[src/rtl/pif_pkg.sv]
// Constants, types and register map for peripheral flag banks 4 to 7.
// Assumes one 100 MHz clock and an AXI4-Lite master for software.
//
// Operation
// - Timer8 flag sets on postscaler overflow, or period match at 1:1.
// - Timer16 overflow sets its flag, which holds until software clears.
// - Flags set on their events regardless of any enable bit.
// - Unimplemented bits read zero; writes to them do nothing.
// - Logic cell 4..1 events set bank 5 bits 7..4, held.
// - Timer16 gate going inactive sets bank 5 bit 0.
// - Capture units 2 and 1 set bank 6 bits 1 and 0.
// - Nonvolatile operation completion sets bank 7 bit 5.
// - Oscillator accumulator rollover sets bank 7 bit 4.
// - Waveform generator shutdown sets bank 7 bit 0.
// - All flags clear to zero on every reset.
// - Software reads and writes flags; writing zero clears one.
package pif_pkg;

  // ==========================================================
  // Register byte addresses
  localparam logic [7:0] ADDR_GLOBAL_CTRL = 8'h00;
  localparam logic [7:0] ADDR_ENABLE4 = 8'h04;
  localparam logic [7:0] ADDR_ENABLE5 = 8'h08;
  localparam logic [7:0] ADDR_ENABLE6 = 8'h0C;
  localparam logic [7:0] ADDR_ENABLE7 = 8'h10;
  localparam logic [7:0] ADDR_FLAG4 = 8'h14;
  localparam logic [7:0] ADDR_FLAG5 = 8'h18;
  localparam logic [7:0] ADDR_FLAG6 = 8'h1C;
  localparam logic [7:0] ADDR_FLAG7 = 8'h20;
  localparam logic [7:0] ADDR_EVT_STATUS = 8'h24;
  localparam logic [7:0] ADDR_EVT_MASK = 8'h28;

  // ==========================================================
  // Implemented bit masks per bank
  localparam logic [7:0] IMPL_BANK4 = 8'h03;
  localparam logic [7:0] IMPL_BANK5 = 8'hF1;
  localparam logic [7:0] IMPL_BANK6 = 8'h03;
  localparam logic [7:0] IMPL_BANK7 = 8'h31;
  localparam logic [7:0] IMPL_GLOBAL = 8'hC0;

  // ==========================================================
  // Field positions
  localparam int POS_TIMER16_OVF = 0;
  localparam int POS_TIMER8_EVT = 1;
  localparam int POS_GATE_DONE = 0;
  localparam int POS_CELL1 = 4;
  localparam int POS_CAP1 = 0;
  localparam int POS_CAP2 = 1;
  localparam int POS_WAVE_SHUT = 0;
  localparam int POS_OSC_ROLL = 4;
  localparam int POS_NVM_DONE = 5;
  localparam int POS_GIE = 7;
  localparam int POS_PERIPHERAL_IRQ_ENABLE = 6;

  // ==========================================================
  // Reset values
  localparam logic [7:0] RST_FLAG = 8'h00;
  localparam logic [7:0] RST_ENABLE = 8'h00;
  localparam logic [1:0] RST_EVT = 2'h0;

  // Event status bits: request rise, write to unmapped address
  localparam int EVT_REQ = 0;
  localparam int EVT_BADADDR = 1;

  localparam logic [1:0] RESP_OKAY = 2'h0;
  localparam logic [1:0] RESP_SLVERR = 2'h2;

  // ==========================================================
  // Carriers
  typedef struct packed {
    logic timer8_postscale_ovf;
    logic timer8_period_match;
    logic timer8_ratio_1to1;
    logic timer16_ovf;
    logic timer16_gate_active;
    logic [3:0] cell_event;
    logic [1:0] capture_event;
    logic nvm_done;
    logic osc_rollover;
    logic wave_shutdown;
  } pif_events_t;

  typedef struct packed {
    logic [7:0] bank4;
    logic [7:0] bank5;
    logic [7:0] bank6;
    logic [7:0] bank7;
  } pif_banks_t;

endpackage : pif_pkg

[src/rtl/pif_flags.sv]
// Peripheral flag banks 4 to 7, enables, and CPU request.
// Assumes synchronous event inputs and an AXI4-Lite master.
`timescale 1ns/1ns
module pif_flags
  import pif_pkg::*;
(
  input wire logic i_ref_clk,
  input wire logic i_rst,
  input wire pif_events_t i_events,
  input wire logic [7:0] s_axi_awaddr,
  input wire logic s_axi_awvalid,
  output logic s_axi_awready,
  input wire logic [31:0] s_axi_wdata,
  input wire logic [3:0] s_axi_wstrb,
  input wire logic s_axi_wvalid,
  output logic s_axi_wready,
  output logic [1:0] s_axi_bresp,
  output logic s_axi_bvalid,
  input wire logic s_axi_bready,
  input wire logic [7:0] s_axi_araddr,
  input wire logic s_axi_arvalid,
  output logic s_axi_arready,
  output logic [31:0] s_axi_rdata,
  output logic [1:0] s_axi_rresp,
  output logic s_axi_rvalid,
  input wire logic s_axi_rready,
  output logic o_periph_pending,
  output logic o_cpu_irq_req,
  output logic o_irq
);

  // ==========================================================
  // Storage
  pif_banks_t flags;
  pif_banks_t enables;
  logic [7:0] global_ctrl;
  logic [1:0] evt_status;
  logic [1:0] evt_mask;
  logic gate_prev;
  logic req_prev;

  // ==========================================================
  // Write channel capture
  logic aw_held;
  logic w_held;
  logic [7:0] aw_addr;
  logic [31:0] w_data;
  logic [3:0] w_strb;
  logic wr_fire;

  function automatic logic known_addr(input logic [7:0] a);
    unique case (a)
      ADDR_GLOBAL_CTRL, ADDR_ENABLE4, ADDR_ENABLE5, ADDR_ENABLE6,
      ADDR_ENABLE7, ADDR_FLAG4, ADDR_FLAG5, ADDR_FLAG6, ADDR_FLAG7,
      ADDR_EVT_STATUS, ADDR_EVT_MASK: known_addr = 1'b1;
      default: known_addr = 1'b0;
    endcase
  endfunction : known_addr

  assign s_axi_awready = !aw_held && !s_axi_bvalid;
  assign s_axi_wready = !w_held && !s_axi_bvalid;
  assign wr_fire = aw_held && w_held && !s_axi_bvalid;

  always_ff @(posedge i_ref_clk or posedge i_rst) begin
    if (i_rst) begin
      aw_held <= 1'b0;
      aw_addr <= 8'h00;
    end else if (s_axi_awvalid && s_axi_awready) begin
      aw_held <= 1'b1;
      aw_addr <= s_axi_awaddr;
    end else if (wr_fire) begin
      aw_held <= 1'b0;
    end
  end

  always_ff @(posedge i_ref_clk or posedge i_rst) begin
    if (i_rst) begin
      w_held <= 1'b0;
      w_data <= 32'h0000_0000;
      w_strb <= 4'h0;
    end else if (s_axi_wvalid && s_axi_wready) begin
      w_held <= 1'b1;
      w_data <= s_axi_wdata;
      w_strb <= s_axi_wstrb;
    end else if (wr_fire) begin
      w_held <= 1'b0;
    end
  end

  always_ff @(posedge i_ref_clk or posedge i_rst) begin
    if (i_rst) begin
      s_axi_bvalid <= 1'b0;
      s_axi_bresp <= RESP_OKAY;
    end else if (wr_fire) begin
      s_axi_bvalid <= 1'b1;
      s_axi_bresp <= known_addr(aw_addr) ? RESP_OKAY : RESP_SLVERR;
    end else if (s_axi_bready) begin
      s_axi_bvalid <= 1'b0;
    end
  end

  // Only byte lane 0 carries register bits
  logic lane0;
  assign lane0 = wr_fire && w_strb[0];

  function automatic logic hit(input logic [7:0] a);
    hit = lane0 && (aw_addr == a);
  endfunction : hit

  // ==========================================================
  // Hardware set events
  pif_banks_t hw_set;
  logic timer8_evt;
  logic gate_fall;

  // 1:1 ratio uses period match instead of postscaler
  assign timer8_evt = i_events.timer8_ratio_1to1 ?
      i_events.timer8_period_match :
      i_events.timer8_postscale_ovf;
  assign gate_fall = gate_prev && !i_events.timer16_gate_active;

  always_comb begin
    hw_set = '0;
    hw_set.bank4[POS_TIMER8_EVT] = timer8_evt;
    hw_set.bank4[POS_TIMER16_OVF] = i_events.timer16_ovf;
    hw_set.bank5[POS_CELL1+3:POS_CELL1] = i_events.cell_event;
    hw_set.bank5[POS_GATE_DONE] = gate_fall;
    hw_set.bank6[POS_CAP2] = i_events.capture_event[1];
    hw_set.bank6[POS_CAP1] = i_events.capture_event[0];
    hw_set.bank7[POS_NVM_DONE] = i_events.nvm_done;
    hw_set.bank7[POS_OSC_ROLL] = i_events.osc_rollover;
    hw_set.bank7[POS_WAVE_SHUT] = i_events.wave_shutdown;
  end

  always_ff @(posedge i_ref_clk or posedge i_rst) begin
    if (i_rst) begin
      gate_prev <= 1'b0;
    end else begin
      gate_prev <= i_events.timer16_gate_active;
    end
  end

  // ==========================================================
  // Flag banks: set wins over a software clear in the same cycle
  localparam logic [7:0] FLAG_ADDR [4] = '{ADDR_FLAG4, ADDR_FLAG5,
      ADDR_FLAG6, ADDR_FLAG7};
  localparam logic [7:0] EN_ADDR [4] = '{ADDR_ENABLE4, ADDR_ENABLE5,
      ADDR_ENABLE6, ADDR_ENABLE7};
  localparam logic [7:0] IMPL [4] = '{IMPL_BANK4, IMPL_BANK5,
      IMPL_BANK6, IMPL_BANK7};

  logic [3:0][7:0] flag_q;
  logic [3:0][7:0] en_q;
  logic [3:0][7:0] set_v;
  assign set_v = {hw_set.bank4, hw_set.bank5, hw_set.bank6, hw_set.bank7};

  genvar g;
  generate
    for (g = 0; g < 4; g++) begin : g_bank
      always_ff @(posedge i_ref_clk or posedge i_rst) begin
        if (i_rst) begin
          flag_q[3-g] <= RST_FLAG;
        end else if (hit(FLAG_ADDR[g])) begin
          // Software write, hardware set ORed on top
          flag_q[3-g] <= (w_data[7:0] | set_v[3-g]) & IMPL[g];
        end else begin
          // Sets ignore all enables
          flag_q[3-g] <= flag_q[3-g] | (set_v[3-g] & IMPL[g]);
        end
      end

      always_ff @(posedge i_ref_clk or posedge i_rst) begin
        if (i_rst) begin
          en_q[3-g] <= RST_ENABLE;
        end else if (hit(EN_ADDR[g])) begin
          en_q[3-g] <= w_data[7:0] & IMPL[g];
        end
      end
    end
  endgenerate

  assign flags = flag_q;
  assign enables = en_q;

  always_ff @(posedge i_ref_clk or posedge i_rst) begin
    if (i_rst) begin
      global_ctrl <= RST_ENABLE;
    end else if (hit(ADDR_GLOBAL_CTRL)) begin
      global_ctrl <= w_data[7:0] & IMPL_GLOBAL;
    end
  end

  // ==========================================================
  // Request toward the CPU
  // Stale flags fire at once when enabled; software clears them first
  assign o_periph_pending = |(flag_q & en_q);
  assign o_cpu_irq_req = o_periph_pending && global_ctrl[POS_GIE] &&
      global_ctrl[POS_PERIPHERAL_IRQ_ENABLE];

  // ==========================================================
  // Block event status, write one to clear, set wins
  logic [1:0] evt_set;
  logic [1:0] evt_clr;
  assign evt_set = {wr_fire && !known_addr(aw_addr),
      o_cpu_irq_req && !req_prev};
  assign evt_clr = hit(ADDR_EVT_STATUS) ? w_data[1:0] : 2'h0;

  always_ff @(posedge i_ref_clk or posedge i_rst) begin
    if (i_rst) begin
      evt_status <= RST_EVT;
      req_prev <= 1'b0;
    end else begin
      evt_status <= (evt_status & ~evt_clr) | evt_set;
      req_prev <= o_cpu_irq_req;
    end
  end

  always_ff @(posedge i_ref_clk or posedge i_rst) begin
    if (i_rst) begin
      evt_mask <= RST_EVT;
    end else if (hit(ADDR_EVT_MASK)) begin
      evt_mask <= w_data[1:0];
    end
  end

  assign o_irq = |(evt_status & evt_mask);

  // ==========================================================
  // Read channel, one cycle latency
  logic [7:0] rd_byte;
  always_comb begin
    rd_byte = 8'h00;
    unique case (s_axi_araddr)
      ADDR_GLOBAL_CTRL: rd_byte = global_ctrl;
      ADDR_ENABLE4: rd_byte = en_q[3];
      ADDR_ENABLE5: rd_byte = en_q[2];
      ADDR_ENABLE6: rd_byte = en_q[1];
      ADDR_ENABLE7: rd_byte = en_q[0];
      ADDR_FLAG4: rd_byte = flag_q[3];
      ADDR_FLAG5: rd_byte = flag_q[2];
      ADDR_FLAG6: rd_byte = flag_q[1];
      ADDR_FLAG7: rd_byte = flag_q[0];
      ADDR_EVT_STATUS: rd_byte = {6'h00, evt_status};
      ADDR_EVT_MASK: rd_byte = {6'h00, evt_mask};
      default: rd_byte = 8'h00;
    endcase
  end

  assign s_axi_arready = !s_axi_rvalid;

  always_ff @(posedge i_ref_clk or posedge i_rst) begin
    if (i_rst) begin
      s_axi_rvalid <= 1'b0;
      s_axi_rdata <= 32'h0000_0000;
      s_axi_rresp <= RESP_OKAY;
    end else if (s_axi_arvalid && s_axi_arready) begin
      s_axi_rvalid <= 1'b1;
      s_axi_rdata <= {24'h00_0000, rd_byte};
      s_axi_rresp <= known_addr(s_axi_araddr) ? RESP_OKAY : RESP_SLVERR;
    end else if (s_axi_rready) begin
      s_axi_rvalid <= 1'b0;
    end
  end
endmodule : pif_flags

[config.mk]
export PLATFORM = sky130hd
export DESIGN_NAME = pif_flags
export DESIGN_NICKNAME = d
export VERILOG_FILES = /design/src/rtl/pif_pkg.sv /design/src/rtl/pif_flags.sv
export SDC_FILE = /design/constraint.sdc
export NUM_CORES = 1
export LEC_CHECK = 0
export ABC_CLOCK_PERIOD_IN_PS = 2200
export BUFFER_PORTS_ARGS = -buffer_cell sky130_fd_sc_hd__buf_2
export CORE_MARGIN = 2
export CORE_UTILIZATION = 49
export DETAILED_ROUTE_END_ITERATION = 8
export PLACE_DENSITY_LB_ADDON = 0.3
export SETUP_SLACK_MARGIN = 0.1
export SLEW_MARGIN = 20
export SYNTH_ARGS = -nofsm -noshare
export SYNTH_HDL_FRONTEND = slang
export SYNTH_SLANG_ARGS = --single-unit
[constraint.sdc]
create_clock -name i_ref_clk -period 2.2 [get_ports i_ref_clk]
set_input_delay 0.22 -clock i_ref_clk [delete_from_list [all_inputs] [get_ports i_ref_clk]]
set_output_delay 0.22 -clock i_ref_clk [all_outputs]
set_load 0.03 [all_outputs]
# --- After elaboration in Yosys (flattened, before gate mapping) ---
# Cells that the tools add are included.
op_classes:
  reduce_logical: 41
  mul: 0
  div: 0
  n_eq_ne: 20
  shift: 0
  addsub: 0
  bitwise: 13
  muxes: 20
  n_lt_le_gt_ge: 0
ops:
  columns: ["operator", "count"]
  rows:
  - ["case mux 8 bit (11 select lines)", 1]
  - ["== test 8 x 5 -> 1 bit (second input constant)", 8]
  - ["== test 8 x 6 -> 1 bit (second input constant)", 6]
  - ["AND 32 x 26 -> 32 bit", 1]
  - ["== test 8 x 4 -> 1 bit (second input constant)", 4]
  - ["two-way mux 8 bit", 4]
  - ["OR reduction 32 bit", 1]
  - ["logical AND 1 bit", 24]
  - ["OR reduction 11 bit", 2]
  - ["== test 8 x 3 -> 1 bit (second input constant)", 2]
  - ["logical NOT 8 bit", 2]
  - ["bitwise OR 8 x 2 -> 8 bit", 2]
  - ["bitwise OR 8 bit", 2]
  - ["two-way mux 1 bit", 12]
  - ["bitwise OR 8 x 6 -> 8 bit", 1]
  - ["nonzero test 2 bit", 4]
  - ["logical NOT 1 bit", 7]
  - ["two-way mux 2 bit", 3]
  - ["bitwise OR 2 bit", 3]
  - ["bitwise OR 6 bit", 1]
  - ["AND 2 bit", 2]
  - ["inverter 2 bit", 1]
  - ["OR reduction 2 bit", 1]
totals:
  wordCells: 117
  mem_bits_ro: 0
  mem_count: 0
  inputBits: 73
  ramBits: 0
  latch_bits: 0
  output_inout_bits: 44
  ff_bits: 85

# --- Logic depth before layout (Yosys ltp) ---
# Gate-level depths: netlist (run 1).
depth:
  depth_word: 8
  ltp_mapped: 6
  depth_no_buf: 4

# --- Worst setup path before layout (run 1) ---
# Ideal clock, no wire load.
synth_path:
  path_kind: "flip-flop to flip-flop"
  startpoint: "register s_axi_bvalid"
  endpoint: "register aw_addr[0]"
  stages_incl_launch_ff: 5
  required_ps: 2075
  setup_ps: 125
  arrival_ps: 1853
  path_buffers: 1
  setup_slack_ps: 222
  synth_period_minus_slack_ps: 1978
  path_cell_list: "dfrtp_1 > nor2_1 > and2_1 > clkbuf_1 > mux2_2"
synth_between:
  elab_chain_len: 3
synth_rtl:
  columns: ["element", "line", "source"]
  rows:
  - ["start: declaration", "pif_flags.sv:18", "output logic s_axi_bvalid,"]
  - ["start signal: assignment", "pif_flags.sv:92", "s_axi_bvalid <= 1'b0;"]
  - ["start signal: assignment", "pif_flags.sv:95", "s_axi_bvalid <= 1'b1;"]
  - ["start signal: assignment", "pif_flags.sv:98", "s_axi_bvalid <= 1'b0;"]
  - ["logical NOT 1 bit", "pif_flags.sv:60", "assign s_axi_awready = !aw_held && !s_axi_bvalid;"]
  - ["logical AND 1 bit", "pif_flags.sv:60", null]
  - ["net s_axi_awready", "pif_flags.sv:12", "output logic s_axi_awready,"]
  - ["logical AND 1 bit", "pif_flags.sv:68", "end else if (s_axi_awvalid && s_axi_awready) begin"]
  - ["end signal: assignment", "pif_flags.sv:70", "aw_addr <= s_axi_awaddr;"]
  - ["end: declaration", "pif_flags.sv:46", "logic [7:0] aw_addr;"]
# The timed path passes the listed nets, and every way through them passes these cells.
# A chain may end at the register's enable or synchronous reset.

# --- Final worst setup path (run 1) ---
layout_path:
  startpoint: "register flag_q[9] (netlist bit)"
  endpoint: "output port o_cpu_irq_req"
layout_between:
  elab_chain_len: 4
layout_rtl:
  columns: ["element", "line", "source"]
  rows:
  - ["start: declaration", "pif_flags.sv:152", "logic [3:0][7:0] flag_q;"]
  - ["start signal: indexed assignment", "pif_flags.sv:165", "flag_q[3-g] <= (w_data[7:0] | set_v[3-g]) & IMPL[g];"]
  - ["start signal: indexed assignment", "pif_flags.sv:168", "flag_q[3-g] <= flag_q[3-g] | (set_v[3-g] & IMPL[g]);"]
  - ["AND 32 x 26 -> 32 bit", "pif_flags.sv:196", "assign o_periph_pending = |(flag_q & en_q);"]
  - ["OR reduction 32 bit", "pif_flags.sv:196", null]
  - ["logical AND 1 bit (2 in series)", "pif_flags.sv:197", "assign o_cpu_irq_req = o_periph_pending && global_ctrl[POS_GIE] &&"]
  - ["end: declaration", "pif_flags.sv:28", "output logic o_cpu_irq_req,"]
# Every way passes these cells.

==> results of run 1 <==
## critical path: stages, from the launching register on
cell and delay, ps:
dfrtp_1 420, a22o_1 260, a221oi_1 220, nand3_1 170, and3_1 240, buf_2 180
## what timing repair did
action / in CTS / in global routing
hold buffers: 1 / 1
endpoints found under the hold margin: 16 / 1
setup buffers: 0 / 4
setup endpoints to repair: 0 / 1
gates resized for setup: 0 / 2
## synth_stat cells, types with 5 or more instances
library cell and n:
a211o_1 7, inv_1 13, clkbuf_1 6, dfrtp_1 60
nor2b_1 5, o21ai_0 17, mux2i_1 5, nand4_1 5
nor2_1 20, buf_4 27, mux2_2 25, nand2_1 24
a22oi_1 5, a22o_1 6
## sequential cells by signal, indices dropped and copies added, names as in the netlist
| name | count |
|---|---|
| aw_held | 1 |
| w_data | 6 |
| req_prev | 1 |
| flag_q | 12 |
| global_ctrl | 2 |
| gate_prev | 1 |
| s_axi_rdata | 7 |
| w_held | 1 |
| s_axi_rvalid | 1 |
| w_strb | 1 |
| evt_status | 2 |
| aw_addr | 8 |
| s_axi_bvalid | 1 |
| s_axi_bresp | 1 |
| en_q | 12 |
| evt_mask | 2 |
| s_axi_rresp | 1 |
## kinds of logic (layout without fill, tap and decap cells)
logic type	Yosys count	after routing	synth area share, %
buf+inv	49	98	9.293
mux	31	31	11.43
other cells	1	26	0.1211
simple gates	88	88	16.85
flops	60	60	48.48
compound gates	59	59	13.82
## cell type report
class	count	share of cell area, %
clock buffers	11	4.137
clock inverters	4	1.983
inverters	13	1.333
multi-input cells	204	38.63
flip-flops and latches	60	41.03
well taps	75	2.564
repair buffers	70	10.32
## worst max-delay path by stage
stage	startpoint	endpoint	slack [ps]	depth (start not counted)
5_1_grt	flag_q[9]	o_cpu_irq_req	80	5
4_1_cts	flag_q[9]	o_cpu_irq_req	170	5
2_1_floorplan	s_axi_bvalid	aw_addr[0]	220	4
3_5_place_dp	aw_addr[0]	flag_q[22]	470	3
3_3_place_gp	s_axi_bvalid	en_q[21]	490	4
6_report	flag_q[9]	o_cpu_irq_req	150	5
## placed cells by master (no fill, tap or decap), drive strengths merged, types with 2 or more instances in the layout
cell	Yosys	layout
nor2	20	20
a211o	7	7
inv	13	13
bufinv	0	2
dfrtp	60	60
buf	30	68
a21oi	3	3
nor4	2	2
mux2i	5	5
nor3b	2	2
and2	3	3
o21ai	17	17
a22o	6	6
clkbuf	6	11
nand4	6	6
and3b	2	2
a22oi	5	5
nand3	4	4
dlygate4sd3	0	2
a221oi	3	3
o21a	3	3
nand2	25	25
nand2b	2	2
a21o	3	3
nor2b	5	5
o211ai	4	4
conb	1	26
nor4b	6	6
mux2	25	25
nor3	3	3
nand3b	4	4
## power groups by stage
stage	Sequential [uW]	Clock [uW]	Combinational, uW
after detailed placement	1610	0	974
final	1600	1120	1050
after global placement	1590	0	947
after CTS	1590	1130	980
after global routing	1630	1190	1150
after floorplan	1570	0	749
## through the flow
stage                     worst slack (ps)  utilization, %
final                                152.9           60.73
after global routing                 78.71           60.73
after CTS                            174.1           59.86
after detailed placement             466.3           55.98
after global placement               493.8           55.98
after floorplan                      222.1               -
## metal layers
metal	up-vias	share of wire (%)	track usage (%)
li1	1124	-	-
met1	1144	44	28.53
met2	99	46	31.82
met3	16	7.2	5.935
met4	0	2.1	8.065
met5	-	0	0
==> metrics.md, run 1 <==
| Metric | Value |
|---|---|
| Outcome | `completed` |
| Reg-to-reg endpoint | `flag_q[23]` |
| Final wirelength | `6937 um` |
| CP Class | `register to output pin` |
| Core area | `6026 um^2` |
| Switching part of the total | `34.58%` |
| Clock sinks | `60` |
| Crit end category | `output pin` |
| Final hold slack | `67.46 ps` |
| Syn. warnings | `0` |
| Seq/Total Area, Yosys | `48.48%` |
| Multi-input logic area | `1414 um^2` |
| CTS Buffer Depth | `2` |
| Clk_skew | `6.455 ps` |
| Floorplan die height | `83.50 um` |
| Maximum vdd drop | `659.2 uV` |
| Comb pwr share | `27.8%` |
| Worst skew pair latency | `340 ps` |
| Fin area | `3660 um^2` |
| Root Buffer | `clkbuf_8` |
| Endpoint, Worst Hold | `s_axi_rvalid` |
| Final min period | `2047 ps` |
| Synthesized area per cell | `10.75 um^2` |
| Clock Power Share | `29.7%` |
| Final std cells w/o fill | `437` |
| Initial Utilization | `51.39%` |
| Slew Limit Fails | `0` |
| Hold_sp | `s_axi_rready` |
| Placer congestion estimate | `0.9030` |
| Measured slew at the worst slew-check pin | `644.1 ps` |
| Final layout net count | `431` |
| RSZ-0062 raised after global routing | `false` |
| Final ANT Viol Nets | `0` |
| 1st-iter DRT viols | `169` |
| Fin. Hold Viols | `0` |
| Cells after Synth | `288` |
| CTS clk-pin slew, worst paths | `70 ps` |
| Sequential share of power | `42.5%` |
| Vias | `2,383` |
| Fmax achieved | `488.5 MHz` |
| FILL cells | `516` |
| IO buf count | `61` |
| Pin count of the biggest net entering global routing | `25` |
| Post-synthesis cell type count | `49` |
| Area of the die | `6971 um^2` |
| Initial antenna violation count | `0` |
| Total power draw | `3758 uW` |
| DR pass1 iterations | `4` |
| Drt drc | `0` |
| Htree depth | `3` |
| Startpoint Class | `register` |
| P_sw | `1300 uW` |
| Post-Syn Area | `3097 um^2` |
| Ys async rst share | `100.0%` |
| Post-synth EDFFs | `0` |
| Via density | `5.453` |
| Vias in the first global route | `2,309` |
| Synthesized flop and latch total | `60` |
| Setup TNS | `0 ps` |
| PwrDens | `1027 nW/um^2` |
| Synth area leader | `dfrtp_1` |
| CTS Buf Count | `9` |
| N_diodes | `0` |
| Top cells by area, synth | `dfrtp_1 48%, mux2_2 9.1%, buf_4 6.5%` |
| Hpwl dp | `5153 um` |
| Layout cells sized above 1 | `33.43%` |
| Global Route Usage Sum | `20.90%` |
| CP required | `1980 ps` |
| Global-route wire length before repair | `11,510 um` |
| Setup Viol. Count Final | `0` |
| Final Cycle Share | `93.05%` |
| Num ports | `117` |
| Synth top area share | `48.48%` |
| R2R setup slack | `460 ps` |
| TritonCTS clock tree | `done` |
| Row cnt | `28` |
| Crit Path Max Fanout | `3` |
| Dpl cells | `416` |
| Worst min-delay path category | `input pin to register` |
| Number of max-cap violations | `0` |
| Lkg Pwr | `0.001689 uW` |
| Int Pwr | `2458 uW` |
| Worst flop-to-flop path startpoint | `aw_addr[0]` |
| Placed cell area | `3373 um^2` |
| Syn-to-layout area delta | `18.18%` |
| Reg2Reg Depth | `3` |
| Die boundary width | `83.50 um` |
| Ys flop type | `dfrtp_1` |
| WHS Path Cells | `2` |
| Gr ovfl total | `0` |
| Worst EP arrival | `1830 ps` |
| Slew headroom | `56.45%` |
| Mean routed wirelength per cell | `15.87 um` |
| Seq. cell area | `1501 um^2` |
No activity file was read; power rests on OpenSTA's default activity.
==> run 2: changes to the inputs <==
ABC_CLOCK_PERIOD_IN_PS = 2150   (was 2200)
clock period = 2.15 ns   (was 2.2 ns; I/O delays follow)
==> metrics.md, run 2 (synthesized netlist as in run 1, its figures left out) <==
| Metric | Value |
|---|---|
| IO buf count | `61` |
| Top flop regs | `en_q x12, flag_q x12, aw_addr x8` |
| Placer congestion estimate | `0.8873` |
| Root Buffer | `clkbuf_8` |
| Hpwl dp | `4718 um` |
| Worst skew pair latency | `340 ps` |
| Initial Utilization | `51.39%` |
| Setup TNS | `0 ps` |
| Worst min-delay path category | `input pin to register` |
| Lkg Pwr | `0.001644 uW` |
| TritonCTS clock tree | `done` |
| CP Class | `register to output pin` |
| Global Route Usage Sum | `19.56%` |
| Worst flop-to-flop path startpoint | `aw_addr[0]` |
| Outcome | `completed` |
| Htree depth | `3` |
| Floorplan die height | `83.50 um` |
| Final min period | `1948 ps` |
| PwrDens | `981.0 nW/um^2` |
| Row cnt | `28` |
| Measured slew at the worst slew-check pin | `762.8 ps` |
| Gr ovfl total | `0` |
| Most frequent cells in the layout | `61 x buf_2, 60 x dfrtp_1, 26 x conb_1` |
| Critical path, cell by cell | `a22o_1, a221oi_2, nand3_1, and3_1, buf_2` |
| Global-route wire length before repair | `10,780 um` |
| Initial antenna violation count | `0` |
| Mean routed wirelength per cell | `14.81 um` |
| Final ANT Viol Nets | `0` |
| Core Util, Final | `59.07%` |
| CTS Buffer Depth | `2` |
| Total power draw | `3492 uW` |
| Final Cycle Share | `90.61%` |
| Vias | `2,338` |
| Reg2Reg Depth | `4` |
| Via density | `5.412` |
| Slew Limit Fails | `0` |
| DR pass1 iterations | `4` |
| Core area | `6026 um^2` |
| Endpoint, Worst Hold | `s_axi_bvalid` |
| Final layout net count | `427` |
| CTS Buf Count | `9` |
| Clk_skew | `9.621 ps` |
| Number of max-cap violations | `0` |
| Fmax achieved | `513.3 MHz` |
| Clock sinks | `60` |
| Die boundary width | `83.50 um` |
| Pin count of the biggest net entering global routing | `61` |
| Fin. Hold Viols | `0` |
| Crit-path leading delay family | `compound AO/OA/AOI/OAI gates` |
| RSZ-0062 raised after global routing | `false` |
| Final hold slack | `61.71 ps` |
| Layout cells sized above 1 | `32.49%` |
| CP required | `1930 ps` |
| R2R setup slack | `390 ps` |
| WHS Path Cells | `2` |
| Slowest stage delay, CP | `420 ps` |
| Reg-to-reg endpoint | `flag_q[4]` |
| Startpoint Class | `register` |
| 1st-iter DRT viols | `174` |
| Syn-to-layout area delta | `14.95%` |
| Worst EP arrival | `1730 ps` |
| Slowest stage cell, crit path | `dfrtp_1` |
| Drt drc | `0` |
| Final wirelength | `6398 um` |
| Vias in the first global route | `2,212` |
| Setup Viol. Count Final | `0` |
| Crit Path Max Fanout | `3` |
| CTS clk-pin slew, worst paths | `70 ps` |
| Area of the die | `6971 um^2` |
| Commonest non-fill, non-tap cell in the layout | `buf_2` |
| Maximum vdd drop | `608.3 uV` |
| Crit end category | `output pin` |
| Buf/Inv on CP | `1` |
| N_diodes | `0` |
| Num ports | `117` |
| Slew headroom | `49.15%` |
| Hold_sp | `s_axi_bready` |
run 2: changes by cell type in the layout (fill, tap and decap cells not counted):
| cell | delta |
|---|---|
| clkbuf_8 | -1 |
| buf_4 | -3 |
| clkbuf_1 | +1 |
| clkinvlp_4 | -1 |
| bufinv_16 | -2 |
| clkinv_2 | +2 |
| dlygate4sd3_1 | -1 |
run 2: how the worst max path moves through the flow:
stage                    endpoint          from  depth (start not counted)
finish              o_cpu_irq_req     flag_q[9]                          5
CTS                 o_cpu_irq_req     flag_q[9]                          5
global route        o_cpu_irq_req     flag_q[5]                          5
global placement         en_q[21]  s_axi_bvalid                          4
detailed placement       en_q[22]    aw_addr[6]                          4
floorplan              aw_addr[0]  s_axi_bvalid                          4
run 2: power breakdown:
| group | leakage (uW) | total [uW] | internal [uW] | switching, uW |
|---|---|---|---|---|
| Clock | 0.0000848 | 840 | 430 | 409 |
| Sequential | 0.000722 | 1620 | 1350 | 269 |
| Combinational | 0.000838 | 1030 | 430 | 601 |
| Total | 0.00164 | 3490 | 2210 | 1280 |
run 2: cell type report:
cell class | count | area, um^2
clock buffers | 11 | 141.4
clock inverters | 3 | 15.01
fillers | 514 | 2466
inverters | 13 | 48.80
multi-input cells | 204 | 1414
flip-flops and latches | 60 | 1501
well taps | 75 | 93.84
repair buffers | 66 | 345.3
run 2: metrics by stage:
| step | area [um^2] | setup WS, ps | std cells |
|---|---|---|---|
| floorplan | 3191 | 172.1 | 313 |
| finish | 3560 | 202.0 | 432 |
| detailed placement | 3366 | 411.9 | 415 |
| CTS | 3540 | 139.5 | 431 |
| global route | 3560 | 111.9 | 432 |
| global placement | 3366 | 445.8 | 415 |
run 2: repair_timing:
| item | CTS | global route |
|---|---|---|
| endpoints found under the hold margin | 1 | 0 |
| setup buffers | 1 | 1 |
| resized for setup | 0 | 2 |
| pin swaps | 1 | 1 |
| endpoints found under the setup margin | 1 | 1 |
| hold buffers | 1 | 0 |
run 2: per-layer routing:
layer,track usage [%],routed length [um],vias up
met4,9.091,170,0
met2,27.42,2739,93
met1,28.27,3045,1110
li1,-,-,1121
met3,5.242,442,14
met5,0,0,-
